==> src/common/circ_pkg.sv <==
// constants for the circular-buffer address control block
package circ_pkg;
    localparam int unsigned ADDR_W          = 16;
    localparam int unsigned SEL_W           = 4;
    // register byte offsets
    localparam logic [7:0]  OFS_CONTROL     = 8'h00;
    localparam logic [7:0]  OFS_X_START     = 8'h04;
    localparam logic [7:0]  OFS_X_END       = 8'h08;
    localparam logic [7:0]  OFS_Y_START     = 8'h0c;
    localparam logic [7:0]  OFS_Y_END       = 8'h10;
    localparam logic [7:0]  OFS_STATUS      = 8'h14;
    // control register fields
    localparam int unsigned X_SEL_LSB       = 0;
    localparam int unsigned Y_SEL_LSB       = 4;
    localparam int unsigned Y_EN_BIT        = 14;
    localparam int unsigned X_EN_BIT        = 15;
    localparam logic [3:0]  SEL_NONE        = 4'hf;
    // reset values
    localparam logic [15:0] CONTROL_RESET   = 16'h0000;
    localparam logic [15:0] BOUND_RESET     = 16'h0000;
    // largest buffer: 32K words, 64 Kbytes
    localparam logic [15:0] MAX_SPAN_BYTES  = 16'hfffe;
    // frame and stack pointers, not advised for selection
    localparam logic [3:0]  FRAME_PTR       = 4'he;
    localparam logic [3:0]  STACK_PTR       = 4'hf;
    localparam int unsigned N_REGS          = 6;
endpackage : circ_pkg

==> src/logic/circ_addr_ctrl.sv <==
// circular-buffer address control with APB registers
// Summary of operation
// one X-space buffer and one independent Y-space buffer operate at the same time.
// circular addressing serves data and program accesses, program ones using the X pointers.
// any pointer number may be selected; software should avoid frame and stack pointers. Here select 15, the stack pointer, disables circular mode instead.
// software sets up a general buffer for one direction with an aligned start or end.
// power-of-two buffers get both boundaries checked so they work in both directions.
// start and end of each space live in four separate 16-bit boundary registers.
// Y-space addresses are word addresses with the lowest bit forced to zero.
// length is never stored and follows from start and end of the same space.
// the largest buffer is 32K words, that is 64 Kbytes.
// control bits 3 to 0 pick the pointer used for X circular addressing.
// X circular addressing runs only with a non-all-ones select and control bit 15 set.
// an all-ones X select disables circular addressing in both X read and X write generators.
// control bits 7 to 4 pick the pointer used for Y circular addressing.
// Y circular addressing runs only with a non-all-ones select and control bit 14 set.
// an incrementing pointer past the end reloads start; a decrementing one below start reloads end.
`timescale 1ns/1ps
module circ_addr_ctrl (
    input  wire logic        pclk,
    input  wire logic        presetn,
    input  wire logic        psel,
    input  wire logic        penable,
    input  wire logic        pwrite,
    input  wire logic [7:0]  paddr,
    input  wire logic [31:0] pwdata,
    input  wire logic [3:0]  pstrb,
    output logic      [31:0] prdata,
    output logic             pready,
    output logic             pslverr,
    // X read generator
    input  wire logic [3:0]  x_rd_ptr,
    input  wire logic        x_rd_prog,
    input  wire logic [15:0] x_rd_ea,
    input  wire logic [15:0] x_rd_step,
    input  wire logic        x_rd_dec,
    output logic      [15:0] x_rd_next,
    output logic             x_rd_wrapped,
    // X write generator
    input  wire logic [3:0]  x_wr_ptr,
    input  wire logic [15:0] x_wr_ea,
    input  wire logic [15:0] x_wr_step,
    input  wire logic        x_wr_dec,
    output logic      [15:0] x_wr_next,
    output logic             x_wr_wrapped,
    // Y generator, then the X and Y enable levels
    input  wire logic [3:0]  y_ptr,
    input  wire logic [15:0] y_ea,
    input  wire logic [15:0] y_step,
    input  wire logic        y_dec,
    output logic      [15:0] y_next,
    output logic             y_wrapped,
    output logic             x_active,
    output logic             y_active
);
    logic [15:0] circular_buffer_control;
    logic [15:0] x_buffer_start;
    logic [15:0] x_buffer_end;
    logic [15:0] y_buffer_start;
    logic [15:0] y_buffer_end;
    logic [15:0] next_circular_buffer_control;
    logic [15:0] next_x_buffer_start;
    logic [15:0] next_x_buffer_end;
    logic [15:0] next_y_buffer_start;
    logic [15:0] next_y_buffer_end;
    logic [31:0] next_prdata;
    logic        next_pslverr;
    logic [31:0] rd_q;
    logic [3:0]  x_pointer_select;
    logic [3:0]  y_pointer_select;
    logic        x_circular_enable;
    logic        y_circular_enable;
    logic        x_sel_ok;
    logic        y_sel_ok;
    logic        x_rd_hit;
    logic        x_wr_hit;
    logic        y_hit;
    logic [15:0] x_span;
    logic [15:0] y_span;
    logic        x_too_long;
    logic        y_too_long;
    logic        wr_access;
    logic        rd_access;
    logic        mapped;

    // zero wait states: every access completes in its first access cycle
    assign pready    = 1'b1;
    assign wr_access = psel && penable && pwrite;
    assign rd_access = psel && penable && !pwrite;
    assign mapped    = (paddr == circ_pkg::OFS_CONTROL) || (paddr == circ_pkg::OFS_X_START)
                    || (paddr == circ_pkg::OFS_X_END) || (paddr == circ_pkg::OFS_Y_START)
                    || (paddr == circ_pkg::OFS_Y_END) || (paddr == circ_pkg::OFS_STATUS);

    assign x_pointer_select  = circular_buffer_control[circ_pkg::X_SEL_LSB +: 4];
    assign y_pointer_select  = circular_buffer_control[circ_pkg::Y_SEL_LSB +: 4];
    assign x_circular_enable = circular_buffer_control[circ_pkg::X_EN_BIT];
    assign y_circular_enable = circular_buffer_control[circ_pkg::Y_EN_BIT];
    assign x_sel_ok          = x_pointer_select != circ_pkg::SEL_NONE;
    assign y_sel_ok          = y_pointer_select != circ_pkg::SEL_NONE;
    assign x_active          = x_sel_ok && x_circular_enable;
    assign y_active          = y_sel_ok && y_circular_enable;
    // any of pointers 0 to 14 may match, frame pointer included; stack pointer 15 never matches
    assign x_rd_hit          = x_active && (x_rd_ptr == x_pointer_select);
    assign x_wr_hit          = x_active && (x_wr_ptr == x_pointer_select);
    assign y_hit             = y_active && (y_ptr == y_pointer_select) && !x_rd_prog;

    // length only derived, never stored
    assign x_span     = x_buffer_end - x_buffer_start;
    assign y_span     = y_buffer_end - y_buffer_start;
    assign x_too_long = x_buffer_end < x_buffer_start;
    assign y_too_long = y_buffer_end < y_buffer_start;

    function automatic logic [15:0] merge16(input logic [15:0] old, input logic [31:0] wd, input logic [3:0] be);
        logic [15:0] r;
        r = old;
        if (be[0])
            r[7:0] = wd[7:0];
        if (be[1])
            r[15:8] = wd[15:8];
        return r;
    endfunction : merge16

    always_comb
    begin
        next_circular_buffer_control = circular_buffer_control;
        next_x_buffer_start          = x_buffer_start;
        next_x_buffer_end            = x_buffer_end;
        next_y_buffer_start          = y_buffer_start;
        next_y_buffer_end            = y_buffer_end;
        next_prdata                  = rd_q;
        next_pslverr                 = 1'b0;
        if (wr_access)
        begin
            unique case (paddr)
                circ_pkg::OFS_CONTROL:
                    next_circular_buffer_control = merge16(circular_buffer_control, pwdata, pstrb);
                circ_pkg::OFS_X_START: next_x_buffer_start = merge16(x_buffer_start, pwdata, pstrb);
                circ_pkg::OFS_X_END:   next_x_buffer_end   = merge16(x_buffer_end, pwdata, pstrb);
                circ_pkg::OFS_Y_START: next_y_buffer_start = merge16(y_buffer_start, pwdata, pstrb);
                circ_pkg::OFS_Y_END:   next_y_buffer_end   = merge16(y_buffer_end, pwdata, pstrb);
                default:               next_pslverr        = !mapped || (paddr == circ_pkg::OFS_STATUS);
            endcase
        end
        else if (rd_access)
        begin
            unique case (paddr)
                circ_pkg::OFS_CONTROL: next_prdata = {16'h0000, circular_buffer_control};
                circ_pkg::OFS_X_START: next_prdata = {16'h0000, x_buffer_start};
                circ_pkg::OFS_X_END:   next_prdata = {16'h0000, x_buffer_end};
                circ_pkg::OFS_Y_START: next_prdata = {16'h0000, y_buffer_start};
                circ_pkg::OFS_Y_END:   next_prdata = {16'h0000, y_buffer_end};
                circ_pkg::OFS_STATUS:
                    next_prdata = {x_span[15:1], y_span[15:1], x_too_long || y_too_long, x_active};
                default:
                begin
                    next_prdata  = 32'h0000_0000;
                    next_pslverr = 1'b1;
                end
            endcase
        end
    end

    // read data held in a flop; answer is valid in the access cycle via bypass
    always_ff @(posedge pclk or negedge presetn)
    begin
        if (!presetn)
        begin
            circular_buffer_control <= circ_pkg::CONTROL_RESET;
            x_buffer_start          <= circ_pkg::BOUND_RESET;
            x_buffer_end            <= circ_pkg::BOUND_RESET;
            y_buffer_start          <= circ_pkg::BOUND_RESET;
            y_buffer_end            <= circ_pkg::BOUND_RESET;
            rd_q                    <= 32'h0000_0000;
        end
        else
        begin
            circular_buffer_control <= next_circular_buffer_control;
            x_buffer_start          <= next_x_buffer_start;
            x_buffer_end            <= next_x_buffer_end;
            y_buffer_start          <= next_y_buffer_start;
            y_buffer_end            <= next_y_buffer_end;
            rd_q                    <= next_prdata;
        end
    end
    assign prdata  = (psel && penable) ? next_prdata : rd_q;
    assign pslverr = (psel && penable) ? next_pslverr : 1'b0;

    circ_wrap #(.AW(circ_pkg::ADDR_W), .WORD_ONLY(1'b0)) u_x_rd (
        .pclk       (pclk),
        .presetn    (presetn),
        .active     (x_rd_hit),
        .start_addr (x_buffer_start),
        .end_addr   (x_buffer_end),
        .ea_in      (x_rd_ea),
        .ea_step    (x_rd_step),
        .ea_dec     (x_rd_dec),
        .ea_out     (x_rd_next),
        .wrapped    (x_rd_wrapped)
    );

    circ_wrap #(.AW(circ_pkg::ADDR_W), .WORD_ONLY(1'b0)) u_x_wr (
        .pclk       (pclk),
        .presetn    (presetn),
        .active     (x_wr_hit),
        .start_addr (x_buffer_start),
        .end_addr   (x_buffer_end),
        .ea_in      (x_wr_ea),
        .ea_step    (x_wr_step),
        .ea_dec     (x_wr_dec),
        .ea_out     (x_wr_next),
        .wrapped    (x_wr_wrapped)
    );

    circ_wrap #(.AW(circ_pkg::ADDR_W), .WORD_ONLY(1'b1)) u_y (
        .pclk       (pclk),
        .presetn    (presetn),
        .active     (y_hit),
        .start_addr (y_buffer_start),
        .end_addr   (y_buffer_end),
        .ea_in      (y_ea),
        .ea_step    (y_step),
        .ea_dec     (y_dec),
        .ea_out     (y_next),
        .wrapped    (y_wrapped)
    );
endmodule : circ_addr_ctrl

==> src/logic/circ_wrap.sv <==
// boundary wrap engine for one data space
`timescale 1ns/1ps
module circ_wrap #(
    parameter int unsigned AW        = 16,
    parameter bit          WORD_ONLY = 1'b0
) (
    input  wire logic          pclk,
    input  wire logic          presetn,
    input  wire logic          active,
    input  wire logic [AW-1:0] start_addr,
    input  wire logic [AW-1:0] end_addr,
    input  wire logic [AW-1:0] ea_in,
    input  wire logic [AW-1:0] ea_step,
    input  wire logic          ea_dec,
    output logic      [AW-1:0] ea_out,
    output logic               wrapped
);
    logic [AW-1:0] next_ea_out;
    logic          next_wrapped;
    logic [AW-1:0] lo;
    logic [AW-1:0] hi;
    logic [AW-1:0] base;
    logic [AW:0]   sum;
    logic [AW-1:0] raw;

    // a one-bit address leaves no room for the word alignment bit
    if (AW < 2)
    begin : g_aw_check
        $error("circ_wrap address width below 2");
    end

    always_comb
    begin
        lo   = start_addr;
        hi   = end_addr;
        base = ea_in;
        if (WORD_ONLY)
        begin
            lo[0]   = 1'b0;
            hi[0]   = 1'b0;
            base[0] = 1'b0;
        end
        sum = ea_dec ? ({1'b0, base} - {1'b0, ea_step}) : ({1'b0, base} + {1'b0, ea_step});
        raw = sum[AW-1:0];
        if (WORD_ONLY)
            raw[0] = 1'b0;
        next_ea_out  = raw;
        next_wrapped = 1'b0;
        // both boundaries checked so power-of-two buffers run either way
        if (active && !ea_dec && (sum[AW] || raw > hi))
        begin
            next_ea_out  = lo;
            next_wrapped = 1'b1;
        end
        else if (active && ea_dec && (sum[AW] || raw < lo))
        begin
            next_ea_out  = hi;
            next_wrapped = 1'b1;
        end
    end

    always_ff @(posedge pclk or negedge presetn)
    begin
        if (!presetn)
        begin
            ea_out  <= '0;
            wrapped <= 1'b0;
        end
        else
        begin
            ea_out  <= next_ea_out;
            wrapped <= next_wrapped;
        end
    end
endmodule : circ_wrap

==> config.mk <==
export PLATFORM = sky130hd
export DESIGN_NAME = circ_addr_ctrl
export DESIGN_NICKNAME = d
export VERILOG_FILES = /design/src/common/circ_pkg.sv /design/src/logic/circ_addr_ctrl.sv /design/src/logic/circ_wrap.sv
export SDC_FILE = /design/constraint.sdc
export NUM_CORES = 1
export LEC_CHECK = 0
export ABC_AREA = 1
export BUFFER_PORTS_ARGS = -buffer_cell sky130_fd_sc_hd__buf_2
export CORE_MARGIN = 2
export CORE_UTILIZATION = 35
export CTS_CLUSTER_DIAMETER = 60
export DETAILED_ROUTE_END_ITERATION = 16
export GPL_ROUTABILITY_DRIVEN = 0
export GPL_TIMING_DRIVEN = 0
export PLACE_DENSITY = 0.55
export SLEW_MARGIN = 20
export SYNTH_ARGS = -nofsm -noshare
export SYNTH_HDL_FRONTEND = slang
export SYNTH_SLANG_ARGS = --single-unit
==> constraint.sdc <==
create_clock -name pclk -period 5.9 [get_ports pclk]
set_input_delay 1.18 -clock pclk [delete_from_list [all_inputs] [get_ports pclk]]
set_output_delay 1.18 -clock pclk [all_outputs]
set_load 0.05 [all_outputs]
### Yosys cells after proc, flatten, opt, wreduce, memory -nomap -nowiden

Index checks and enable logic that the tools add are counted.

| word-level totals | value |
|---|---|
| output and inout bits | 87 |
| input port bits | 161 |
| register bits after elaboration | 163 |
| word-level logic and storage cells | 120 |

| operators by class | value |
|---|---|
| equality and inequality tests | 10 |
| add/subtract/negate cells | 8 |
| multiplexer cells | 24 |
| order comparisons | 8 |
| reductions and logical operators | 53 |

Operators with widths:

| operator | count |
|---|---|
| $pmux W32 S6 | 1 |
| $mux W16 | 6 |
| $mux W32 | 3 |
| $lt A16 B16 Y1 | 5 |
| $add A16 B16 Y17 | 3 |
| $mux W17 | 3 |
| $sub A16 B16 Y17 | 3 |
| $gt A16 B16 Y1 | 3 |
| $sub A16 B16 Y16 | 2 |
| $reduce_and A3 Y1 | 10 |
| $logic_and A1 B1 Y1 | 21 |
| $eq A8 B4 Y1 const B | 2 |
| $eq A8 B5 Y1 const B | 2 |
| $logic_or A1 B1 Y1 | 13 |
| $eq A4 B4 Y1 | 3 |
| $mux W1 | 11 |
| $eq A8 B3 Y1 const B | 1 |
| $logic_not A8 Y1 | 1 |
| $ne A4 B4 Y1 const B | 2 |
| $logic_not A1 Y1 | 6 |
| $reduce_or A6 Y1 | 1 |
| $reduce_or A5 Y1 | 1 |

### Longest topological paths before layout

Gate-level depths: netlist of run 1.

| logic depth | value |
|---|---|
| depth in word-level cells | 11 |
| mapped depth | 34 |
| depth with buffers taken out | 33 |

### Cells and area by module

Synthesis of run 1 repeated with hierarchy kept, for this count alone.

| unflattened totals | value |
|---|---|
| cells, all modules | 2655 |
| area total of the unflattened synthesis | 16931.2 µm² |

By module, submodules not included:

| module | cells each | seq. area each (µm²) | area each (µm²) | times used |
|---|---|---|---|---|
| circ_addr_ctrl | 1031 | 2802.7 | 7151.9 | 1 |
| circ_wrap at u_y | 650 | 400.4 | 3732.3 | 1 |
| circ_wrap at u_x_rd | 493 | 425.4 | 3030.4 | 1 |
| circ_wrap at u_x_wr | 481 | 425.4 | 3016.6 | 1 |

### Worst setup path after synthesis of run 1

OpenSTA, ideal clock, no wires.

| path | value |
|---|---|
| kind | input to output |
| start point | input port paddr[0] |
| end point | output port pslverr |
| path slack | 0.625 ns |
| data required time | 4.720 ns |
| buffers on the path | 0 |
| data arrival time | 4.095 ns |
| stages | 6 |
| cell sequence | inv_1 > nand2_1 > nor3_1 > nand2_1 > inv_1 > a2111oi_0 |

| on the way | value |
|---|---|
| word-level cells in the longest chain between the ends | 11 |
| elaborated cells on any way between the ends | 20 |
| classes of those cells | 5 x eq/ne; 5 x mux; 10 x reduce/logical |

RTL lines:

| element | RTL line | RTL |
|---|---|---|
| start: declaration | circ_addr_ctrl.sv:25 | `input wire logic [7:0] paddr,` |
| $eq A8 B3 Y1 / $logic_not A8 Y1 (equally long branches) | circ_addr_ctrl.sv:90, circ_addr_ctrl.sv:134, circ_addr_ctrl.sv:146 |  |
| $logic_or A1 B1 Y1 | circ_addr_ctrl.sv:90 | `assign mapped = (paddr == circ_pkg::OFS_CONTROL) \|\| (paddr == circ_pkg::OFS_X_START)` |
| $logic_or A1 B1 Y1 (2 in a row) | circ_addr_ctrl.sv:91 | `\|\| (paddr == circ_pkg::OFS_X_END) \|\| (paddr == circ_pkg::OFS_Y_START)` |
| $logic_or A1 B1 Y1 (2 in a row) | circ_addr_ctrl.sv:92 | `\|\| (paddr == circ_pkg::OFS_Y_END) \|\| (paddr == circ_pkg::OFS_STATUS);` |
| $logic_not A1 Y1 | circ_addr_ctrl.sv:141 | `default: next_pslverr = !mapped \|\| (paddr == circ_pkg::OFS_STATUS);` |
| $logic_or A1 B1 Y1 | circ_addr_ctrl.sv:141 |  |
| $mux W1 | circ_addr_ctrl.sv:134 | `unique case (paddr)` |
| $mux W1 (*) | circ_addr_ctrl.sv:132 | `if (wr_access)` |
| $mux W1 (*) | circ_addr_ctrl.sv:186 | `assign pslverr = (psel && penable) ? next_pslverr : 1'b0;` |
| end: declaration | circ_addr_ctrl.sv:30 | `output logic pslverr,` |

Every way passes the cells marked *; elsewhere a longest branch is shown, timed or not.

### Worst setup path after layout of run 1

| path | value |
|---|---|
| start point | input port x_wr_step[0] |
| end point | register u_x_wr.ea_out[9] |

| on the way | value |
|---|---|
| word-level cells in the longest chain between the ends | 7 |
| elaborated cells on any way between the ends | 11 |
| classes of those cells | 2 x add/sub; 2 x order compare; 3 x mux; 4 x reduce/logical |

RTL lines:

| element | RTL line | RTL |
|---|---|---|
| start: declaration | circ_addr_ctrl.sv:42 | `input wire logic [15:0] x_wr_step,` |
| $add A16 B16 Y17 / $sub A16 B16 Y17 (equally long branches) | circ_wrap.sv:43 | `sum = ea_dec ? ({1'b0, base} - {1'b0, ea_step}) : ({1'b0, base} + {1'b0, ea_step});` |
| $mux W17 (*) | circ_wrap.sv:43 |  |
| $lt A16 B16 Y1 | circ_wrap.sv:55 | `else if (active && ea_dec && (sum[AW] \|\| raw < lo))` |
| $logic_or A1 B1 Y1 | circ_wrap.sv:55 |  |
| $logic_and A1 B1 Y1 | circ_wrap.sv:55 |  |
| $mux W16 | circ_wrap.sv:55 |  |
| $mux W16 (*) | circ_wrap.sv:50 | `if (active && !ea_dec && (sum[AW] \|\| raw > hi))` |
| via u_x_wr.next_ea_out[9] | circ_wrap.sv:18 | `logic [AW-1:0] next_ea_out;` |
| end signal: assignment | circ_wrap.sv:71 | `ea_out <= next_ea_out;` |
| end: declaration | circ_wrap.sv:15 | `output logic [AW-1:0] ea_out,` |

Mark *: on every way through the listed nets, which the timed path passes. The rest lies on a longest branch.
A chain may end at the register's enable or synchronous reset.

==> results.md, run 1 <==
| Parameter | Reported |
|---|---|
| Setup repair after global routing missed its margin | false |
| Buffers from clock root to sink, at most | 2 |
| Height of the die | 217 um |
| Req. time, crit path | 6.24 ns |
| Average detailed-routed wire length per instance | 17.5 um |
| Setup-violating endpoint count in the final report | 0 |
| H-Tree Depth | 4 |
| Die area | 0.0471 sq mm |
| Top-count cell post-synth | nand2_1 |
| Total DRC errors in the routed layout | 0 |
| Synthesis warning total | 0 |
| Number of inserted filler cells in the final layout | 4883 |
| Predominant post-synthesis flop cell | dfrtp_1 |
| Period utilisation layout | 85.7% |
| Number of nets at the end of the flow | 2978 |
| Net count of the mapped netlist | 2733 |
| Later-pin clock latency in the skew report | 0.46 ns |
| Worst Setup Start Kind | input pin |
| Floorplan core area | 0.0451 sq mm |
| Highest clock rate | 198 MHz |
| Initial core utilization | 35.3% |
| Library cell with the largest summed area after synthesis | dfrtp_1 |
| Maximum fanout encountered on the critical timing path | 10 |
| Pins Over Slew Limit | 0 |
| Count of different cell masters after synthesis | 59 |
| # clock sinks | 162 |
| I/O pin count | 248 |
| Global-route congestion overflow total | 0 |
| Synthesized instance count | 2381 |
| Sequential share of the synthesized area | 25.5% |
| Max-Slew Margin vs Limit | 36.4% |
| Total power density per cell area | 227 mW/mm^2 |
| Diodes inserted | 0 |
| Largest vdd supply drop | 0.183 mV |
| Main area contributors after synthesis | dfrtp_1, nand2_1, ha_1, inv_1, nand3_1 |
| Cell at the root of the clock tree | clkbuf_16 |
| Outcome | finished, final reports clean |
| Delay contributed by the slowest stage of the critical path | 0.33 ns |
| Number of buffers added to fix hold violations after cts | 0 |
| Synthesized area divided by synthesized cell count | 6.68 sq um |
| EDFF count, synth | 0 |
| Clock-pin transition on the worst setup and hold timing paths | 0.07 ns |
| Post-cts gate resize count | 0 |
| Endpoint kind of the worst setup timing path | register |
| Horiz. Die Dim | 217 um |
| Pre-Repair DR Iteration Count | 5 |
| Via density per instance | 5.07 |
| Crit path top cell by count | nand2_1 |
| Path category of the worst min-delay check | register to register |
| Largest net degree at the start of global routing | 93 |
| Final setup TNS | 0 ns |
| Path type of the worst setup path | input pin to register |
| Setup Buffers After CTS | 0 |
| Endpoint of the lowest-slack register-to-register path | rd_q[7]$_DFF_PN0_ |
| Cell area after synthesis | 0.0159 sq mm |
| Hold depth | 2 |
| Share of final-layout standard cells stronger than drive strength 1 | 14.4% |
| Area Growth Syn to Fin | 15.6% |
| Buffers added on ports | 225 |
| Critical-path cell with the highest stage delay | ha_1 |
| Final hold violation count | 0 |
| Share of the synthesized area in the top cell type | 25.5% |
| Count of buffer and inverter cells on the critical path | 6 |
| Worst hold path endpoint | rd_q[15]$_DFF_PN0_ |
| TritonCTS buffer count | 17 |
| R2r startpoint | y_buffer_start[1]$_DFFE_PN0P_ |
| Slack of the worst reg-to-reg path | 3.16 ns |
| Hold path start | rd_q[15]$_DFF_PN0_ |
| TritonCTS clock tree | built |
| Cell types with the highest counts after synthesis | nand2_1, inv_1, ha_1 |
| FF+latch count, synth | 162 |
| Final wirelength | 56500 um |
| Reported leakage power | 10.2 nW |
| Routed vias | 16424 |
| Least-Margin Pin Slew | 0.945 ns |
| Iteration-0 DRC count of the detailed router | 1560 |
| Crit path DAT | 5.39 ns |
| Critical path's top delay family | simple AND/OR/NAND/NOR gates |
| Post-synth ARST share | 100% |
| Total Routing Usage GR | 23.6% |
| Vias in the first global route | 14989 |
| Reg2Reg Depth | 11 |
| Total design power | 4.17 mW |
| Post-route ant nets | 0 |
| Global-route wire length before repair | 85600 um |
| Std-Cell Rows | 78 |
| HPWL after detailed placement | 46000 um |
| Setup clock skew after layout | 0.0132 ns |
| Number of antenna violations at the first check in global routing | 0 |
| Crit path time final | 5.05 ns |
| Max-Cap Viols | 0 |
[cells in the final DEF (no fill, tap or decap), types with 4 or more instances in the layout]
cell type	count
nand2_1	736
inv_1	340
buf_2	233
ha_1	185
nand3_1	173
dfrtp_1	162
o21ai_0	156
nor2_1	134
a21oi_1	126
xor2_1	48
nand2_2	27
o22ai_1	25
nor3_1	22
inv_2	21
clkbuf_1	20
nand4_1	19
clkbuf_16	17
xnor2_1	16
o21bai_1	15
nand3b_1	11
o21ai_1	11
buf_6	9
or2_2	9
buf_4	8
nor3_2	8
nand2_4	8
a21o_1	7
o31ai_1	7
a31oi_1	6
fa_1	6
inv_6	6
a21oi_2	5
and3_1	4
o21a_1	4
[final cells by class]
type                       instances  area [sq um]  share of cell area [%]
tap                              600           751                    4.09
multi-input combinational       1807         10200                    55.4
inverter                         366          1380                    7.52
clock buffer                      18           439                    2.39
buffer                            46           282                    1.53
clock inverter                    14           119                   0.647
sequential                       162          4050                    22.1
timing repair buffer             226          1160                    6.34
[worst reg2reg max path, delay by kind of cell (launching register included)]
kind,cells,cell delay (ns)
buffers and inverters,1,0.12
adder cells (fa/ha/maj),1,0.45
AO/OA/AOI/OAI,2,0.75
AND/OR/NAND/NOR,7,0.86
flip-flops,1,0.41
[metrics by stage]
step / setup WS [ns] / util (%) / hold WS [ns] / area [sq um] / cells
2_1_floorplan: 0.625 / - / 0.443 / 15900 / 2381
3_3_place_gp: 0.482 / 39.4 / 0.455 / 17800 / 3206
3_5_place_dp: 0.449 / 39.5 / 0.461 / 17800 / 3207
4_1_cts: 0.918 / 40.7 / 0.479 / 18400 / 3239
5_1_grt: 0.441 / 40.7 / 0.495 / 18400 / 3239
6_report: 0.846 / 40.7 / 0.475 / 18400 / 3239
[routing by layer]
| metal | routed length [um] | track usage, % |
|---|---|---|
| met5 | 0 | 0 |
| met4 | 1040 | 6.16 |
| met3 | 4050 | 3.20 |
| met2 | 24500 | 35.9 |
| met1 | 27000 | 35.0 |
[registers in the layout, summed over array words and instances (netlist names)]
signal / count
u_x_wr.ea_out: 16
y_buffer_end: 16
y_buffer_start: 16
u_y.ea_out: 15
x_buffer_end: 16
u_y.wrapped: 1
rd_q: 32
u_x_rd.wrapped: 1
u_x_rd.ea_out: 16
circular_buffer_control: 16
x_buffer_start: 16
u_x_wr.wrapped: 1
[kinds of logic after synthesis]
| logic type | count (synthesis) | share of synthesized area, % |
|---|---|---|
| flops | 162 | 25.5 |
| compound gates | 386 | 13.7 |
| xor+xnor | 64 | 3.53 |
| simple gates | 1164 | 31.4 |
| fa+ha+maj | 191 | 15.3 |
| buf+inv | 412 | 10.5 |
| other cells | 2 | 0.0472 |
[how the worst max path moves through the flow]
stage / startpoint / to / slack, ns / cells past startpoint
after floorplan: paddr[0] / pslverr / 0.63 / 6
after global placement: x_wr_step[0] / u_x_wr.ea_out[5]$_DFF_PN0_ / 0.48 / 29
after detailed placement: x_wr_step[0] / u_x_wr.ea_out[9]$_DFF_PN0_ / 0.45 / 31
after CTS: x_wr_step[0] / u_x_wr.ea_out[9]$_DFF_PN0_ / 0.92 / 30
after global routing: x_rd_step[0] / u_x_rd.ea_out[12]$_DFF_PN0_ / 0.44 / 32
final: x_wr_step[0] / u_x_wr.ea_out[9]$_DFF_PN0_ / 0.85 / 31
[where the power goes]
part | switching [mW] | leakage, nW | total (mW) | internal [mW]
Sequential | 0.0361 | 2.15 | 1.23 | 1.20
Clock | 0.551 | 0.276 | 1.11 | 0.564
Combinational | 1.24 | 7.74 | 1.82 | 0.577
No activity file was read; power rests on OpenSTA's default activity.
==> run 2, diff against run 1 <==
Settings changed: ABC_CLOCK_PERIOD_IN_PS from default to 5900, PLACE_DENSITY 0.55 to 0.54, SYNTH_HIERARCHICAL from default to 1.
==> run 2 against run 1 <==
Effect of this change: clock power is essentially flat; final area grew 5.8%; non-clock buffer count grew 9; critical path type unchanged; critical endpoint is now u_x_wr/ea_out[11]$_DFF_PN0_; largest power group unchanged.
==> results.md, run 2 <==
| Parameter | Reported | vs previous |
|---|---|---|
| Synthesized instance count | 2655 | was 2381 |
| Critical-path cell with the highest stage delay | nor3_1 | was ha_1 |
| Predominant post-synthesis flop cell | dfrtp_1 | unchanged |
| Post-cts gate resize count | 0 | unchanged |
| Req. time, crit path | 6.24 ns | about the same |
| Maximum fanout encountered on the critical timing path | 10 | unchanged |
| Diodes inserted | 0 | unchanged |
| Die area | 0.0502 sq mm | was 0.0471 sq mm |
| Share of final-layout standard cells stronger than drive strength 1 | 12.9% | was 14.4% |
| Final setup TNS | 0 ns | unchanged |
| Number of nets at the end of the flow | 3251 | was 2978 |
| Crit path time final | 4.94 ns | was 5.05 ns |
| Synthesis warning total | 6 | was 0 |
| Outcome | finished, final reports clean | unchanged |
| EDFF count, synth | 0 | unchanged |
| Number of buffers added to fix hold violations after cts | 0 | unchanged |
| I/O pin count | 248 | unchanged |
| Height of the die | 224 um | was 217 um |
| Max reg flops | 32 | unchanged |
| Main area contributors after synthesis | dfrtp_1, nand2_1, ha_1, inv_1, nand3_1 | unchanged |
| Number of standard cells in the layout, taps in and fillers out | 3527 | was 3239 |
| Commonest cells after routing, fill and taps aside | nand2_1, inv_1, nand3_1 | was nand2_1, inv_1, buf_2 |
| Largest vdd supply drop | 0.226 mV | was 0.183 mV |
| Post-synth ARST share | 100% | unchanged |
| Buffers added on ports | 224 | was 225 |
| # clock sinks | 162 | unchanged |
| Final hold violation count | 0 | unchanged |
| Path category of the worst min-delay check | register to register | unchanged |
| Critical path's top delay family | simple AND/OR/NAND/NOR gates | unchanged |
| Final standard cell utilization of the core | 40.7% | about the same |
| FF+latch count, synth | 162 | unchanged |
| Number of antenna violations at the first check in global routing | 2 | was 0 |
| Highest clock rate | 203 MHz | was 198 MHz |
| Global-route wire length before repair | 90800 um | was 85600 um |
| Total design power | 4.29 mW | was 4.17 mW |
| Average detailed-routed wire length per instance | 16.4 um | was 17.5 um |
| Setup-violating endpoint count in the final report | 0 | unchanged |
| Library cell with the largest summed area after synthesis | dfrtp_1 | unchanged |
| Delay contributed by the slowest stage of the critical path | 0.44 ns | was 0.33 ns |
| H-Tree Depth | 4 | unchanged |
| Max-Cap Viols | 0 | unchanged |
| TritonCTS clock tree | built | unchanged |
| Share of the synthesized area in the top cell type | 23.9% | was 25.5% |
| Path type of the worst setup path | input pin to register | unchanged |
| Pins Over Slew Limit | 0 | unchanged |
| Commonest non-fill, non-tap cell in the layout | nand2_1 | unchanged |
| Largest net degree at the start of global routing | 87 | was 93 |
| HPWL after detailed placement | 47400 um | was 46000 um |
| Final wirelength | 58000 um | was 56500 um |
| Floorplan core area | 0.0477 sq mm | was 0.0451 sq mm |
| Vias in the first global route | 16656 | was 14989 |
| Count of buffer and inverter cells on the critical path | 5 | was 6 |
| Later-pin clock latency in the skew report | 0.46 ns | about the same |
| Sequential share of the synthesized area | 23.9% | was 25.5% |
| Total instance count after detailed placement | 3495 | was 3207 |
| Endpoint kind of the worst setup timing path | register | unchanged |
| Cell types with the highest counts after synthesis | nand2_1, inv_1, nand3_1 | was nand2_1, inv_1, ha_1 |
| Clock-pin transition on the worst setup and hold timing paths | 0.07 ns | about the same |
| Initial core utilization | 35.5% | was 35.3% |
| Setup Buffers After CTS | 0 | unchanged |
| Setup clock skew after layout | 0.0156 ns | was 0.0132 ns |
| Crit path DAT | 5.27 ns | was 5.39 ns |
| Worst Setup Start Kind | input pin | unchanged |
| TritonCTS buffer count | 17 | unchanged |
| Reported leakage power | 10.8 nW | was 10.2 nW |
| Crit path depth | 29 | was 31 |
| Net count of the mapped netlist | 3007 | was 2733 |
| Reg2Reg Depth | 9 | was 11 |
| Top-count cell post-synth | nand2_1 | unchanged |
| Register bank with the most flops | rd_q | unchanged |
| Horiz. Die Dim | 224 um | was 217 um |
| Buffers from clock root to sink, at most | 2 | unchanged |
| Cell area after synthesis | 0.0169 sq mm | was 0.0159 sq mm |
| Pre-Repair DR Iteration Count | 8 | was 5 |
| Via density per instance | 5.00 | was 5.07 |
| Least-Margin Pin Slew | 1.09 ns | was 0.945 ns |
| Area Growth Syn to Fin | 14.8% | was 15.6% |
| Total power density per cell area | 221 mW/mm^2 | was 227 mW/mm^2 |
| Hold depth | 2 | unchanged |
| Cell at the root of the clock tree | clkbuf_16 | unchanged |
| Std-Cell Rows | 80 | was 78 |
| Post-route ant nets | 0 | unchanged |
| Iteration-0 DRC count of the detailed router | 1449 | was 1560 |
| Total DRC errors in the routed layout | 0 | unchanged |
| Count of different cell masters after synthesis | 53 | was 59 |
| Routed vias | 17619 | was 16424 |
| Total Routing Usage GR | 23.1% | was 23.6% |
| Setup repair after global routing missed its margin | false | unchanged |
| Crit path top cell by count | nand2_1 | unchanged |
| Period utilisation layout | 83.7% | was 85.7% |
| Synthesized area divided by synthesized cell count | 6.38 sq um | was 6.68 sq um |
| Max-Slew Margin vs Limit | 25.4% | was 36.4% |
| Global-route congestion overflow total | 0 | unchanged |
## run 2: metrics by stage
step	hold WS, ns	area, sq um	worst slack (ns)
after floorplan	0.443	16900	0.468
after global placement	0.456	18800	0.537
after detailed placement	0.461	18900	0.507
after CTS	0.480	19400	0.982
after global routing	0.495	19400	0.480
final	0.477	19400	0.964
## run 2: per-layer routing
layer  up-vias  wire length, um  GRT usage, %
met5         -               22             0
met4         4             1200          6.43
met3        71             3520          3.50
met2       523            25500          36.0
met1      8139            27700          33.0
li1       8882                -             -
## run 2: worst min-delay path, cell delays in order, from the launching register on
cell and delay [ns]:
dfrtp_1 0.33, nand2_1 0.06, nand2_1 0.06
## run 2: final cells by class
cell class / count / area, sq um
fill: 5173 / 28300
buffer: 56 / 364
timing repair buffer: 225 / 1160
inverter: 462 / 1740
tap: 615 / 769
clock buffer: 17 / 425
sequential: 162 / 4050
multi-input combinational: 1975 / 10800
clock inverter: 15 / 145
## run 2: cell families (layout without fill, tap and decap cells)
logic type               count (synthesis)  in the layout  share of synthesized area [%]
AND/OR/NAND/NOR                       1403           1403                           35.9
buffers and inverters                  518            775                           12.4
AO/OA/AOI/OAI                          314            314                           10.0
adder cells (fa/ha/maj)                191            191                           14.4
flip-flops                             162            162                           23.9
XOR/XNOR                                65             65                           3.36
other                                    2              2                         0.0444
## run 2: worst paths after layout
check                                                             from                             to  slack, ns
worst max register to register  circular_buffer_control[3]$_DFFE_PN0P_     u_x_rd/ea_out[5]$_DFF_PN0_       2.91
worst max-delay path                                      x_wr_step[1]    u_x_wr/ea_out[11]$_DFF_PN0_       0.96
worst min register to register                       rd_q[3]$_DFF_PN0_              rd_q[3]$_DFF_PN0_       0.48
worst min-delay path                                 rd_q[3]$_DFF_PN0_              rd_q[3]$_DFF_PN0_       0.48
max in group asynchronous                                      presetn  y_buffer_start[5]$_DFFE_PN0P_       4.31
min in group asynchronous                                      presetn       u_y/ea_out[11]$_DFF_PN0_       0.69
## run 2: report_power, final
part / total (mW) / switching [mW] / internal [mW]
Clock: 1.12 / 0.563 / 0.560
Combinational: 1.94 / 1.33 / 0.614
Sequential: 1.23 / 0.0344 / 1.20
Total: 4.29 / 1.92 / 2.37
